## src/hw/coproc_defs.vh

```
// constants for the coprocessor trap decode block
`ifndef COPROC_DEFS_VH
`define COPROC_DEFS_VH

// ==================================================
// instruction fields
`define OP_COP_HI       4'h4
`define OP_LWC_HI       4'hc
`define OP_SWC_HI       4'he
`define RS_MF           5'h00
`define RS_CF           5'h02
`define RS_MT           5'h04
`define RS_CT           5'h06
`define RS_BC           5'h08
`define FN_XLAT_RD      6'h01
`define FN_XLAT_WI      6'h02
`define FN_XLAT_WR      6'h06
`define FN_XLAT_PROBE   6'h08
`define FN_RFE          6'h10

// ==================================================
// system control coprocessor register numbers
`define CP0_XLAT_INDEX  5'h00
`define CP0_XLAT_RANDOM 5'h01
`define CP0_XLAT_LOW    5'h02
`define CP0_BP_PC       5'h03
`define CP0_XLAT_CTX    5'h04
`define CP0_BP_DATA     5'h05
`define CP0_DBG_CTRL    5'h07
`define CP0_XLAT_HIGH   5'h0a
`define CP0_STATUS      5'h0c

// ==================================================
// field positions
`define ST_KU_CUR       1
`define ST_KU_PREV      3
`define ST_CU_LO        28
`define DC_PC_HIT       0
`define DC_DA_HIT       1
`define DC_DINV_EN      13
`define DC_PC_BP_EN     24
`define DC_DA_BP_EN     25
`define DBG_CTRL_MASK   32'h0300_2003

// ==================================================
// exception codes
`define EXC_RI          5'h0a
`define EXC_CPU         5'h0b

// ==================================================
// bus register map and reset values
`define WB_IRQ_STAT     4'h0
`define WB_IRQ_MASK     4'h4
`define WB_CTRL         4'h8
`define WB_STATE        4'hc
`define IRQ_CPU         0
`define IRQ_RI          1
`define IRQ_PC_BP       2
`define IRQ_DA_BP       3
`define IRQ_ST_SUPP     4
`define IRQ_W           5
`define IRQ_MASK_RST    5'h00
`define CTRL_DC_DIS     0
`define STATUS_RST      32'h0000_0000

`endif

```

## src/hw/coproc_tlb_trap_decode.v

```verilog
// coprocessor and translation trap decode with debug control registers
// What this block does
// RQ1: unusable coprocessor instruction raises unusable exception
// RQ2: software clears external coprocessor usability bits
// RQ3: coprocessor-0 moves execute, others are unsupported
// RQ4: four condition inputs tested by coprocessor branches
// RQ5: condition branch needs coprocessor usability bit set; the code lets coprocessor-0 branches run in kernel mode without it
// RQ6: translation maintenance instructions raise reserved exception
// RQ7: absent translation registers raise reserved exception
// RQ8: pc and data breakpoint registers, movable
// RQ9: debug and cache-invalidate control register held
// RQ10: invalidate enable with data cache invalidates line
// RQ11: invalidate enable without data cache suppresses store
// RQ12: instruction cache is four kilobytes
// RQ13: one-kilobyte data cache optional, controller disableable
// RQ14: on-chip memory gets a dedicated address range
// RQ15: integrator puts that range at a space end
// RQ16: any exception enters kernel until restore instruction
//
// Decided for this implementation: the address map and the Wishbone register port.
`timescale 1ns/100ps
`include "coproc_defs.vh"
module coproc_tlb_trap_decode #(
	parameter HAS_DCACHE   = 1,
	parameter ICACHE_BYTES = 4096,
	parameter DCACHE_BYTES = 1024,
	parameter LINE_BYTES   = 16,
	parameter OCM_BASE     = 32'h0000_0000,
	parameter OCM_MASK     = 32'hffff_0000
) (
	input  wire        i_sys_clk,
	input  wire        i_arst_n,
	// instruction decode side
	input  wire        i_instr_valid,
	input  wire [31:0] i_instr,
	input  wire [31:0] i_pc,
	input  wire [31:0] i_rt_data,
	input  wire        i_ext_exc,
	input  wire [3:0]  i_cond,
	output reg         o_exc_valid,
	output reg  [4:0]  o_exc_code,
	output reg  [1:0]  o_exc_cp,
	output reg         o_br_valid,
	output reg         o_br_taken,
	output reg         o_mfc_valid,
	output reg  [31:0] o_mfc_data,
	output reg         o_user_mode,
	// store side
	input  wire        i_store_valid,
	input  wire [31:0] i_store_addr,
	output reg         o_mem_wr,
	output reg  [31:0] o_mem_wr_addr,
	output reg         o_ocm_sel,
	output reg         o_dinv,
	output reg  [5:0]  o_dinv_line,
	// fetch side
	input  wire [31:0] i_fetch_addr,
	output reg  [7:0]  o_ic_line,
	output reg  [19:0] o_ic_tag,
	// classic wishbone slave
	input  wire        i_wb_cyc,
	input  wire        i_wb_stb,
	input  wire        i_wb_we,
	input  wire [3:0]  i_wb_adr,
	input  wire [3:0]  i_wb_sel,
	input  wire [31:0] i_wb_dat,
	output reg  [31:0] o_wb_dat,
	output reg         o_wb_ack,
	output reg         o_irq
);
	// ==================================================
	// cache geometry
	localparam OFS_W = $clog2(LINE_BYTES);
	localparam IC_W  = $clog2(ICACHE_BYTES) - OFS_W; // [RQ12]
	localparam DC_W  = $clog2(DCACHE_BYTES) - OFS_W; // [RQ13]

	// ==================================================
	// state
	reg  [3:0]         usable_q;
	reg                user_q;
	reg                user_prev_q;
	reg  [31:0]        dbg_ctrl_q;
	reg  [`IRQ_W-1:0]  irq_stat_q;
	reg  [`IRQ_W-1:0]  irq_mask_q;
	reg                dc_dis_q;
	reg                s1_cpu;
	reg                s1_ri;
	reg  [1:0]         s1_cp;
	reg                s1_br;
	reg                s1_taken;
	reg                s1_mfc;
	reg                s1_rf;
	reg  [31:0]        s1_data;
	wire [3:0]         cond_s;
	wire [31:0]        rf_rdata;
	wire [63:0]        rf_all;

	// ==================================================
	// instruction fields
	wire [5:0] op    = i_instr[31:26];
	wire [1:0] cp    = op[1:0];
	wire [4:0] rs    = i_instr[25:21];
	wire [4:0] rd    = i_instr[15:11];
	wire [5:0] fn    = i_instr[5:0];
	wire       is_cop = (op[5:2] == `OP_COP_HI);
	wire       is_ldst = (op[5:2] == `OP_LWC_HI) || (op[5:2] == `OP_SWC_HI);
	wire       cp_ok = usable_q[cp] | (cp == 2'b00 & ~user_q);

	// ==================================================
	// decode
	reg        d_cpu;
	reg        d_ri;
	reg        d_br;
	reg        d_taken;
	reg        d_mfc;
	reg        d_mtc;
	reg        d_rfe;
	reg        d_rf;
	reg [31:0] d_data;
	always @* begin
		d_cpu   = 1'b0;
		d_ri    = 1'b0;
		d_br    = 1'b0;
		d_taken = 1'b0;
		d_mfc   = 1'b0;
		d_mtc   = 1'b0;
		d_rfe   = 1'b0;
		d_rf    = 1'b0;
		d_data  = 32'h0000_0000;
		if (i_instr_valid && (is_cop || is_ldst)) begin
			if (!cp_ok) begin
				d_cpu = 1'b1; // [RQ1]
			end else if (is_cop && rs == `RS_BC) begin
				d_br    = 1'b1; // [RQ4] [RQ5]
				d_taken = ~(cond_s[cp] ^ i_instr[16]);
			end else if (cp != 2'b00 || is_ldst) begin
				d_ri = 1'b1; // [RQ3]
			end else if (rs == `RS_MF || rs == `RS_MT) begin
				case (rd)
					`CP0_XLAT_INDEX, `CP0_XLAT_RANDOM, `CP0_XLAT_LOW,
					`CP0_XLAT_CTX, `CP0_XLAT_HIGH: begin
						d_ri = 1'b1; // [RQ7]
					end
					default: begin
						d_mfc = (rs == `RS_MF); // [RQ3]
						d_mtc = (rs == `RS_MT);
					end
				endcase
				d_rf = (rd == `CP0_BP_PC) || (rd == `CP0_BP_DATA);
				if (rd == `CP0_STATUS)
					d_data = {usable_q, 24'h00_0000, user_prev_q, 1'b0, user_q, 1'b0};
				else if (rd == `CP0_DBG_CTRL)
					d_data = dbg_ctrl_q;
			end else if (rs[4]) begin
				case (fn)
					`FN_XLAT_RD, `FN_XLAT_WI, `FN_XLAT_WR, `FN_XLAT_PROBE: begin
						d_ri = 1'b1; // [RQ6]
					end
					`FN_RFE: begin
						d_rfe = 1'b1;
					end
					default: begin
						d_ri = 1'b1;
					end
				endcase
			end else begin
				d_ri = 1'b1;
			end
		end
	end

	wire any_exc = d_cpu | d_ri | i_ext_exc;
	wire mtc_ok  = d_mtc & ~i_ext_exc;

	// ==================================================
	// condition inputs and breakpoint words
	cond_sync #(
		.N (4)
	) u_cond (
		.i_sys_clk (i_sys_clk),
		.i_arst_n  (i_arst_n),
		.i_async   (i_cond),
		.o_sync    (cond_s)
	);

	bp_regfile #(
		.WIDTH (32),
		.DEPTH (2),
		.AW    (1)
	) u_bp ( // [RQ8]
		.i_sys_clk (i_sys_clk),
		.i_arst_n  (i_arst_n),
		.i_we      (mtc_ok & d_rf),
		.i_waddr   (rd[2]),
		.i_wdata   (i_rt_data),
		.i_raddr   (rd[2]),
		.o_rdata   (rf_rdata),
		.o_all     (rf_all)
	);

	wire pc_hit = i_instr_valid & dbg_ctrl_q[`DC_PC_BP_EN] & (i_pc == rf_all[31:0]);
	wire da_hit = i_store_valid & dbg_ctrl_q[`DC_DA_BP_EN] & (i_store_addr == rf_all[63:32]);

	// ==================================================
	// store handling
	wire dc_live  = (HAS_DCACHE != 0) & ~dc_dis_q; // [RQ13]
	wire dinv_on  = dbg_ctrl_q[`DC_DINV_EN];
	wire st_inv   = i_store_valid & dinv_on & dc_live; // [RQ10]
	wire st_supp  = i_store_valid & dinv_on & ~dc_live; // [RQ11]

	// ==================================================
	// mode and coprocessor 0 registers
	always @(posedge i_sys_clk or negedge i_arst_n) begin
		if (!i_arst_n) begin
			usable_q    <= 4'h0;
			user_q      <= 1'b0;
			user_prev_q <= 1'b0;
			dbg_ctrl_q  <= `STATUS_RST;
		end else begin
			if (any_exc) begin
				user_q      <= 1'b0; // [RQ16]
				user_prev_q <= user_q;
			end else if (d_rfe) begin
				user_q <= user_prev_q; // [RQ16]
			end else if (mtc_ok && rd == `CP0_STATUS) begin
				usable_q    <= i_rt_data[`ST_CU_LO +: 4]; // [RQ2]
				user_q      <= i_rt_data[`ST_KU_CUR];
				user_prev_q <= i_rt_data[`ST_KU_PREV];
			end
			if (mtc_ok && rd == `CP0_DBG_CTRL)
				dbg_ctrl_q <= i_rt_data & `DBG_CTRL_MASK; // [RQ9]
			// hit flags: set wins over a clearing write
			if (pc_hit)
				dbg_ctrl_q[`DC_PC_HIT] <= 1'b1;
			if (da_hit)
				dbg_ctrl_q[`DC_DA_HIT] <= 1'b1;
		end
	end

	// ==================================================
	// two-stage result pipe, read data from the word store arrives late
	always @(posedge i_sys_clk or negedge i_arst_n) begin
		if (!i_arst_n) begin
			s1_cpu      <= 1'b0;
			s1_ri       <= 1'b0;
			s1_cp       <= 2'b00;
			s1_br       <= 1'b0;
			s1_taken    <= 1'b0;
			s1_mfc      <= 1'b0;
			s1_rf       <= 1'b0;
			s1_data     <= 32'h0000_0000;
			o_exc_valid <= 1'b0;
			o_exc_code  <= 5'h00;
			o_exc_cp    <= 2'b00;
			o_br_valid  <= 1'b0;
			o_br_taken  <= 1'b0;
			o_mfc_valid <= 1'b0;
			o_mfc_data  <= 32'h0000_0000;
			o_user_mode <= 1'b0;
		end else begin
			s1_cpu      <= d_cpu;
			s1_ri       <= d_ri;
			s1_cp       <= cp;
			s1_br       <= d_br;
			s1_taken    <= d_taken;
			s1_mfc      <= d_mfc;
			s1_rf       <= d_rf;
			s1_data     <= d_data;
			o_exc_valid <= s1_cpu | s1_ri;
			o_exc_code  <= s1_cpu ? `EXC_CPU : (s1_ri ? `EXC_RI : 5'h00);
			o_exc_cp    <= s1_cp;
			o_br_valid  <= s1_br;
			o_br_taken  <= s1_br & s1_taken;
			o_mfc_valid <= s1_mfc;
			o_mfc_data  <= s1_rf ? rf_rdata : s1_data;
			o_user_mode <= user_q;
		end
	end

	// ==================================================
	// store, on-chip memory and fetch outputs
	always @(posedge i_sys_clk or negedge i_arst_n) begin
		if (!i_arst_n) begin
			o_mem_wr      <= 1'b0;
			o_mem_wr_addr <= 32'h0000_0000;
			o_ocm_sel     <= 1'b0;
			o_dinv        <= 1'b0;
			o_dinv_line   <= 6'h00;
			o_ic_line     <= 8'h00;
			o_ic_tag      <= 20'h0_0000;
		end else begin
			o_mem_wr      <= i_store_valid & ~st_supp; // [RQ11]
			o_mem_wr_addr <= i_store_addr;
			// fixed window keeps the rest of the space contiguous
			o_ocm_sel     <= i_store_valid & ~st_supp &
				((i_store_addr & OCM_MASK) == OCM_BASE); // [RQ14]
			o_dinv        <= st_inv; // [RQ10]
			o_dinv_line   <= i_store_addr[OFS_W +: DC_W];
			o_ic_line     <= i_fetch_addr[OFS_W +: IC_W]; // [RQ12]
			o_ic_tag      <= i_fetch_addr[31 -: 20];
		end
	end

	// ==================================================
	// wishbone slave and interrupt
	wire        wb_req  = i_wb_cyc & i_wb_stb & ~o_wb_ack;
	wire        wb_wr   = wb_req & i_wb_we;
	wire [31:0] bmask   = {{8{i_wb_sel[3]}}, {8{i_wb_sel[2]}},
		{8{i_wb_sel[1]}}, {8{i_wb_sel[0]}}};
	wire [31:0] wdat    = i_wb_dat & bmask;
	wire [`IRQ_W-1:0] ev = {st_supp, da_hit, pc_hit, d_ri, d_cpu};
	reg  [31:0] rdat;
	always @* begin
		case (i_wb_adr)
			`WB_IRQ_STAT: rdat = {27'h000_0000, irq_stat_q};
			`WB_IRQ_MASK: rdat = {27'h000_0000, irq_mask_q};
			`WB_CTRL:     rdat = {31'h0000_0000, dc_dis_q};
			`WB_STATE:    rdat = {20'h0_0000, cond_s, usable_q, 3'b000, ~user_q};
			default:      rdat = 32'h0000_0000;
		endcase
	end

	always @(posedge i_sys_clk or negedge i_arst_n) begin
		if (!i_arst_n) begin
			irq_stat_q <= 5'h00;
			irq_mask_q <= `IRQ_MASK_RST;
			dc_dis_q   <= 1'b0;
			o_wb_ack   <= 1'b0;
			o_wb_dat   <= 32'h0000_0000;
			o_irq      <= 1'b0;
		end else begin
			o_wb_ack <= wb_req;
			o_wb_dat <= wb_req ? rdat : 32'h0000_0000;
			// new events win over the one-to-clear write
			irq_stat_q <= (irq_stat_q &
				~((wb_wr && i_wb_adr == `WB_IRQ_STAT) ? wdat[`IRQ_W-1:0] : 5'h00)) | ev;
			if (wb_wr && i_wb_adr == `WB_IRQ_MASK)
				irq_mask_q <= (irq_mask_q & ~bmask[`IRQ_W-1:0]) | wdat[`IRQ_W-1:0];
			if (wb_wr && i_wb_adr == `WB_CTRL && i_wb_sel[0])
				dc_dis_q <= i_wb_dat[`CTRL_DC_DIS];
			o_irq <= |(irq_stat_q & irq_mask_q);
		end
	end
endmodule

```

## src/hw/cond_sync.v

```verilog
// two-stage synchroniser for the external condition inputs
`timescale 1ns/100ps
module cond_sync #(
	parameter N = 4
) (
	input  wire         i_sys_clk,
	input  wire         i_arst_n,
	input  wire [N-1:0] i_async,
	output wire [N-1:0] o_sync
);
	// ==================================================
	// one pair of flops per bit
	genvar g;
	generate
		for (g = 0; g < N; g = g + 1) begin : g_bit
			reg meta_q;
			reg sync_q;
			always @(posedge i_sys_clk or negedge i_arst_n) begin
				if (!i_arst_n) begin
					meta_q <= 1'b0;
					sync_q <= 1'b0;
				end else begin
					meta_q <= i_async[g];
					sync_q <= meta_q;
				end
			end
			assign o_sync[g] = sync_q;
		end
	endgenerate
endmodule

```

## src/hw/bp_regfile.v

```verilog
// small word store for the breakpoint address registers
`timescale 1ns/100ps
module bp_regfile #(
	parameter WIDTH = 32,
	parameter DEPTH = 2,
	parameter AW    = 1
) (
	input  wire                   i_sys_clk,
	input  wire                   i_arst_n,
	input  wire                   i_we,
	input  wire [AW-1:0]          i_waddr,
	input  wire [WIDTH-1:0]       i_wdata,
	input  wire [AW-1:0]          i_raddr,
	output reg  [WIDTH-1:0]       o_rdata,
	output wire [DEPTH*WIDTH-1:0] o_all
);
	// ==================================================
	// storage, read data registered
	genvar g;
	generate
		for (g = 0; g < DEPTH; g = g + 1) begin : g_word
			reg [WIDTH-1:0] word_q;
			always @(posedge i_sys_clk or negedge i_arst_n) begin
				if (!i_arst_n)
					word_q <= {WIDTH{1'b0}};
				else if (i_we && i_waddr == g)
					word_q <= i_wdata;
			end
			assign o_all[g*WIDTH +: WIDTH] = word_q;
		end
	endgenerate

	always @(posedge i_sys_clk or negedge i_arst_n) begin
		if (!i_arst_n)
			o_rdata <= {WIDTH{1'b0}};
		else
			o_rdata <= o_all[i_raddr*WIDTH +: WIDTH];
	end
endmodule

```

## config.mk

```make
export PLATFORM = sky130hd
export DESIGN_NAME = coproc_tlb_trap_decode
export DESIGN_NICKNAME = d
export VERILOG_FILES = /design/src/hw/coproc_tlb_trap_decode.v /design/src/hw/cond_sync.v /design/src/hw/bp_regfile.v
export VERILOG_INCLUDE_DIRS = /design/src /design/src/hw
export SDC_FILE = /design/constraint.sdc
export NUM_CORES = 1
export LEC_CHECK = 0
export BUFFER_PORTS_ARGS = -buffer_cell sky130_fd_sc_hd__buf_4
export CAP_MARGIN = 20
export CORE_MARGIN = 2
export CORE_UTILIZATION = 53
export DETAILED_ROUTE_END_ITERATION = 6
export PLACE_DENSITY = 0.81
export SYNTH_ARGS = -nofsm -noshare
export SYNTH_HDL_FRONTEND = slang
export SYNTH_SLANG_ARGS = --single-unit
export TNS_END_PERCENT = 20
```

## constraint.sdc

```tcl
create_clock -name i_sys_clk -period 6.6 [get_ports i_sys_clk]
set_clock_uncertainty 0.05 [all_clocks]
set_input_delay 1.32 -clock i_sys_clk [delete_from_list [all_inputs] [get_ports i_sys_clk]]
set_output_delay 1.32 -clock i_sys_clk [all_outputs]
set_load 0.005 [all_outputs]
```

# Yosys cells after proc, flatten, opt, wreduce, memory -nomap -nowiden
# Index checks and enable logic that the tools add are counted.
dict set report totals {
  output_inout_bits 147
  in_bits 212
  reg_bits 312
  wordCells 201
}
dict set report op_classes {
  mux 66
  eq_ne 20
  n_reduce_logical 29
  shifts 1
  n_lt_le_gt_ge 1
  bitwise_logic 38
}
# operator n
set op_table {}
lappend op_table {{$mux W32} 8}
lappend op_table {{$eq A32 B32 Y1} 2}
lappend op_table {{$shiftx A64 B7 Y32} 1}
lappend op_table {{$mux W1} 50}
lappend op_table {{$pmux W12 S4} 1}
lappend op_table {{$logic_not A32 Y1} 1}
lappend op_table {{$mux W26} 1}
lappend op_table {{$and A5 B5 Y5} 4}
lappend op_table {{$eq A5 B3 Y1 const B} 4}
lappend op_table {{$and A1 B1 Y1} 16}
lappend op_table {{$eq A4 B4 Y1 const B} 4}
lappend op_table {{$eq A5 B4 Y1 const B} 3}
lappend op_table {{$eq A5 B2 Y1 const B} 2}
lappend op_table {{$logic_and A1 B1 Y1} 10}
lappend op_table {{$logic_not A5 Y1} 2}
lappend op_table {{$not A5 Y5} 2}
lappend op_table {{$or A5 B5 Y5} 2}
lappend op_table {{$reduce_or A5 Y1} 2}
lappend op_table {{$not A1 Y1} 9}
lappend op_table {{$eq A4 B3 Y1 const B} 2}
lappend op_table {{$mux W4} 2}
lappend op_table {{$reduce_bool A2 Y1} 4}
lappend op_table {{$eq A6 B5 Y1 const B} 1}
lappend op_table {{$eq A5 B1 Y1 const B} 1}
lappend op_table {{13 further kinds} 21}

# Longest topological paths before layout
dict set report depth {
  depth_word 13
  depth_mapped 8
}

# By module
# Synthesis repeated with hierarchy kept, for this count alone.
dict set report hier_totals {
  cells_unflattened 674
  hier_area_um2 9979.6
}
# mod n_inst seq_area_each_um2 cells_per_inst area_per_inst_um2
set modules_own_cells {}
lappend modules_own_cells {coproc_tlb_trap_decode 1 3928.8 457 6132.1}
lappend modules_own_cells {bp_regfile 1 2402.3 205 3617.2}
lappend modules_own_cells {cond_sync 1 200.2 12 230.2}

# Worst setup path after synthesis
# No wires, ideal clock.
dict set report synth_path {
  path_kind {input -> register}
  start {input i_instr[25]}
  end {register dbg_ctrl_q[13]}
  setup_ns 0.125
  path_slack_ns 3.589
  arrival_ns 2.836
  t_required_ns 6.425
  stages 6
  path_buffers 1
  path_cell_list {nor4_4 > nand3_2 > nand4b_4 > or4b_4 > buf_6 > mux2_4}
}
dict set report synth_between {
  elab_chain_cells 9
  word_cells_on_any_way 13
}
# element line
set synth_rtl {}
lappend synth_rtl {{from (decl)} coproc_tlb_trap_decode.v:35} ;# input wire [31:0] i_instr,
lappend synth_rtl {{$eq A5 B3 Y1 (no source line) / $logic_not A5 Y1 (equally long branches)} -}
lappend synth_rtl {{$mux W1 / $logic_or A1 B1 Y1 (equally long branches)} -}
lappend synth_rtl {{$mux W1} coproc_tlb_trap_decode.v:138} ;# end else if (rs == `RS_MF || rs == `RS_MT) begin
lappend synth_rtl {{$mux W1} coproc_tlb_trap_decode.v:136} ;# end else if (cp != 2'b00 || is_ldst) begin
lappend synth_rtl {{$mux W1 *} coproc_tlb_trap_decode.v:133} ;# end else if (is_cop && rs == `RS_BC) begin
lappend synth_rtl {{$mux W1 *} coproc_tlb_trap_decode.v:131} ;# if (!cp_ok) begin
lappend synth_rtl {{$mux W1 *} coproc_tlb_trap_decode.v:130} ;# if (i_instr_valid && (is_cop || is_ldst)) begin
lappend synth_rtl {{$and A1 B1 Y1 *} coproc_tlb_trap_decode.v:173} ;# wire mtc_ok = d_mtc & ~i_ext_exc;
lappend synth_rtl {{$logic_and A1 B1 Y1 (no source line) *} -}
lappend synth_rtl {{to (signal assigned)} coproc_tlb_trap_decode.v:218} ;# dbg_ctrl_q <= `STATUS_RST;
lappend synth_rtl {{to (signal assigned)} coproc_tlb_trap_decode.v:231} ;# dbg_ctrl_q <= i_rt_data & `DBG_CTRL_MASK;
lappend synth_rtl {{to (decl)} coproc_tlb_trap_decode.v:82} ;# reg [31:0] dbg_ctrl_q;
# Mark *: on every way between the ends. The rest lies on a longest branch, timed or not.
# A chain may end at the register's enable or synchronous reset.

# Final worst setup path
dict set report layout_path {
  start {input i_instr[25]}
  end {register u_bp.g_word[0].word_q[25]}
}
dict set report layout_between {
  elab_chain_cells 10
  word_cells_on_any_way 19
}
# element line
set layout_rtl {}
lappend layout_rtl {{$eq A5 B3 Y1 (no source line) / $logic_not A5 Y1 (equally long branches)} -}
lappend layout_rtl {{$mux W1 / $logic_or A1 B1 Y1 (equally long branches)} -}
lappend layout_rtl {{$mux W1} coproc_tlb_trap_decode.v:138}
lappend layout_rtl {{$mux W1} coproc_tlb_trap_decode.v:136}
lappend layout_rtl {{$mux W1} coproc_tlb_trap_decode.v:133}
lappend layout_rtl {{$mux W1} coproc_tlb_trap_decode.v:131}
lappend layout_rtl {{$mux W1} coproc_tlb_trap_decode.v:130}
lappend layout_rtl {{$and A1 B1 Y1} coproc_tlb_trap_decode.v:173}
lappend layout_rtl {{$and A1 B1 Y1 *} coproc_tlb_trap_decode.v:193} ;# .i_we (mtc_ok & d_rf),
lappend layout_rtl {{$logic_and A1 B1 Y1 *} bp_regfile.v:26} ;# else if (i_we && i_waddr == g)
lappend layout_rtl {{to (signal assigned)} bp_regfile.v:25} ;# word_q <= {WIDTH{1'b0}};
lappend layout_rtl {{to (signal assigned)} bp_regfile.v:27} ;# word_q <= i_wdata;
lappend layout_rtl {{to (decl)} bp_regfile.v:22} ;# reg [WIDTH-1:0] word_q;
# Marks and branches as above.

==> results.toml <==
[cells_and_area]
layout_common_cells = "293 x buf_4, 261 x dfrtp_1, 104 x mux2_2"
n_fill_cell = 1291
layout-drive-gt1-share = 0.4798
area_growth_pct = 31.06
final_nets = 1183
n_antenna_cell = 0
design_area_sq_um = 13130
multiInputGateArea_sq_um = 3198
ff_latch_area_sq_um = 6531
layout_commonest_cell = "buf_4"

[power]
power-per-cell-area_nw_per_um2 = 254.3
p_sw_uw = 726.5
internal-power_mw = 2.612
p_sw_frac = 0.2176
seqPwrFrac = 0.493
p_leak_nw = 6.906
combPwrFrac = 0.071
peakVddDrop_mv = 0.2082
p_clk_frac = 0.437

[timing]
finalHoldViolCount = 0
max_slew_margin = 0.2630
rsz0062_at_grt = "false"
worstMarginPinSlew_ns = 1.106
finalCritPeriodShare = 0.5109
setup_viol_count_final = 0
fin_hold_ws_ns = 0.2973
max_freq_mhz = 296.5
fin_ws_ns = 3.228
tns_ns = 0
period_minus_slack_ns = 3.372
slew_violations = 0

[drt]
vias_per_cell = 5.180
wl_mm = 24.49
drtAntennaViolNets = 0
drt_iter0_markers = 330
vias = 6340
drt-pass1-iter-count = 4
drc = 0
wl_per_cell_microns = 20.00

[clock_network]
holdBufCountCts = 0
cts_root_buffer = "clkbuf_16"
cts_setup_buffers = 0
clock_path_buffers = 3
cts.sinks = 261
cts_tree = "built"
cts_buffers = 27
ctsResizeCount = 0
cts.clk_slew.worst_paths_ns = 0.06
htree_levels = 1
clock_latency_ns = 0.52

[logic_synthesis]
syn_area_per_cell_sq_um = 14.86
ys_types = 54
ys.flop_type = "dfrtp_1"
async_flop_share = 1.000
syn-cell-area_sq_um = 10020
yosysWarnings = 0
syn_inst = 674
ys_seq_elements = 261
yosysSeqAreaShare = 0.6520
synth_edf_count = 0

[placement]
pre_cts_ws_ns = 2.689
gp_congestion = 0.8344
placed_area_sq_um = 12270
dp_hpwl_mm = 17.56
io_buffer_count = 293

[critical_path]
crit_slowest_cell = "nand2b_2"
start_kind = "primary input"
crit_fanout = 32
worstPathArrival_ns = 3.72
max_stage_delay_ns = 0.68
critPathKind = "primary input to flip-flop"
critPathRequiredTime_ns = 6.95
reg2reg_slack_ns = 3.73
critPathCaptureType = "flip-flop"
path_cells = "buf_4 -> nor4_4 -> nand3_2 -> nand4b_4 -> nor3b_1 -> nand2b_2 -> mux2_2"
path_delay_family = "simple AND/OR/NAND/NOR gates"
crit_buf_inv = 1

[floorplanning]
initial_core_util = 0.5373
placementRows = 50
core_sq_um = 18640
ioPinCount = 359
dieHeight_microns = 141.5
floorplan.die_area_sq_um = 20020
die_w_microns = 141.5

[global_routing]
track_usage = 0.2450
grt_pass1_vias = 6690
grt_max_degree = 145
grt_pass1_wl_mm = 37.47
antenna_found_initial = 0
overflow = 0

[status]
outcome = "complete, no violations"

[min_path]
hp-class = "flip-flop to flip-flop"

[flow_run]
maxCapViolCount = 0
-- routing by layer --
metal,global-route usage,share of wire
met3,0.04590,0.062
met2,0.4032,0.50
met4,0.09053,0.033
met5,0,0
met1,0.3288,0.41
-- power groups by stage --
stage	sequential [mW]	combinational [mW]	clock, mW
3_3_place_gp	1.67	0.233	0
3_5_place_dp	1.67	0.237	0
4_1_cts	1.65	0.239	1.48
6_report	1.65	0.235	1.46
2_1_floorplan	1.67	0.0637	0
5_1_grt	1.65	0.257	1.55
-- path summary, 6_finish.rpt --
path	startpoint	to	cells after the start
worst max-delay path	i_instr[25]	u_bp.g_word[0].word_q[25]	7
worst min-delay path	u_cond.g_bit[3].meta_q	u_cond.g_bit[3].sync_q	0
worst max register to register	usable_q[0]	u_bp.g_word[0].word_q[25]	6
worst min register to register	u_cond.g_bit[3].meta_q	u_cond.g_bit[3].sync_q	0
max in group asynchronous	i_arst_n	o_wb_dat[2]	2
min in group asynchronous	i_arst_n	o_mfc_data[5]	1
-- Yosys cell counts (2+ instances only) --
cell type	number	area, sq um
nand2b_1	4	25.02
and2_1	33	206.5
nand4_1	8	50.05
clkbuf_1	4	15.01
nor3b_1	3	22.52
xnor2_1	10	87.58
mux2i_1	7	70.07
buf_4	30	225.2
nand2_1	25	93.84
and3_2	2	15.01
xor2_1	55	481.7
inv_1	4	15.01
a21o_1	2	15.01
nor4_1	17	106.4
buf_6	8	90.09
mux4_2	2	45.04
o21ai_0	3	15.01
nand3_1	6	30.03
nor3_1	15	75.07
nor2_1	14	52.55
dfrtp_1	261	6531
nor4b_1	2	17.52
buf_2	3	15.01
a21oi_1	4	20.02
mux2_2	104	1171
and2_2	5	37.54
mux2_4	12	180.2
and2b_2	2	17.52
mux2_1	2	22.52
buf_1	3	11.26
-- state kept, by name, summed over array words and instances, names as in the netlist, 8 cells and up, named ones only --
name / cells
o_wb_dat: 12
o_mem_wr_addr: 27
u_bp.g_word.word_q: 64
u_bp.o_rdata: 32
s1_data: 10
o_ic_line: 8
o_mfc_data: 32
o_ic_tag: 20
-- cells by family (layout without fill, tap and decap cells) --
family / count (synthesis) / count (layout) / synth area share
multiplexers: 128 / 128 / 0.1513
other: 1 / 22 / 0.0003744
flip-flops: 261 / 261 / 0.6520
AND/OR/NAND/NOR: 150 / 150 / 0.09093
buffers and inverters: 52 / 347 / 0.03710
XOR/XNOR: 65 / 65 / 0.05683
AO/OA/AOI/OAI: 17 / 17 / 0.01149
-- per-stage QoR --
| stage | std cells | utilization | total power [mW] |
|---|---|---|---|
| 2_1_floorplan | 695 | - | 1.739 |
| 3_3_place_gp | 1176 | 0.6583 | 1.906 |
| 3_5_place_dp | 1176 | 0.6583 | 1.911 |
| 4_1_cts | 1224 | 0.7042 | 3.364 |
| 5_1_grt | 1224 | 0.7042 | 3.451 |
| 6_report | 1224 | 0.7042 | 3.338 |
-- layout make-up --
type / count / area share
well taps: 234 / 0.02230
clock buffers: 39 / 0.05947
multi-input cells: 382 / 0.2436
flip-flops and latches: 261 / 0.4975
repair buffers: 295 / 0.1702
clock inverters: 9 / 0.005813
inverters: 4 / 0.001144
(Power assumes the default switching activity.)
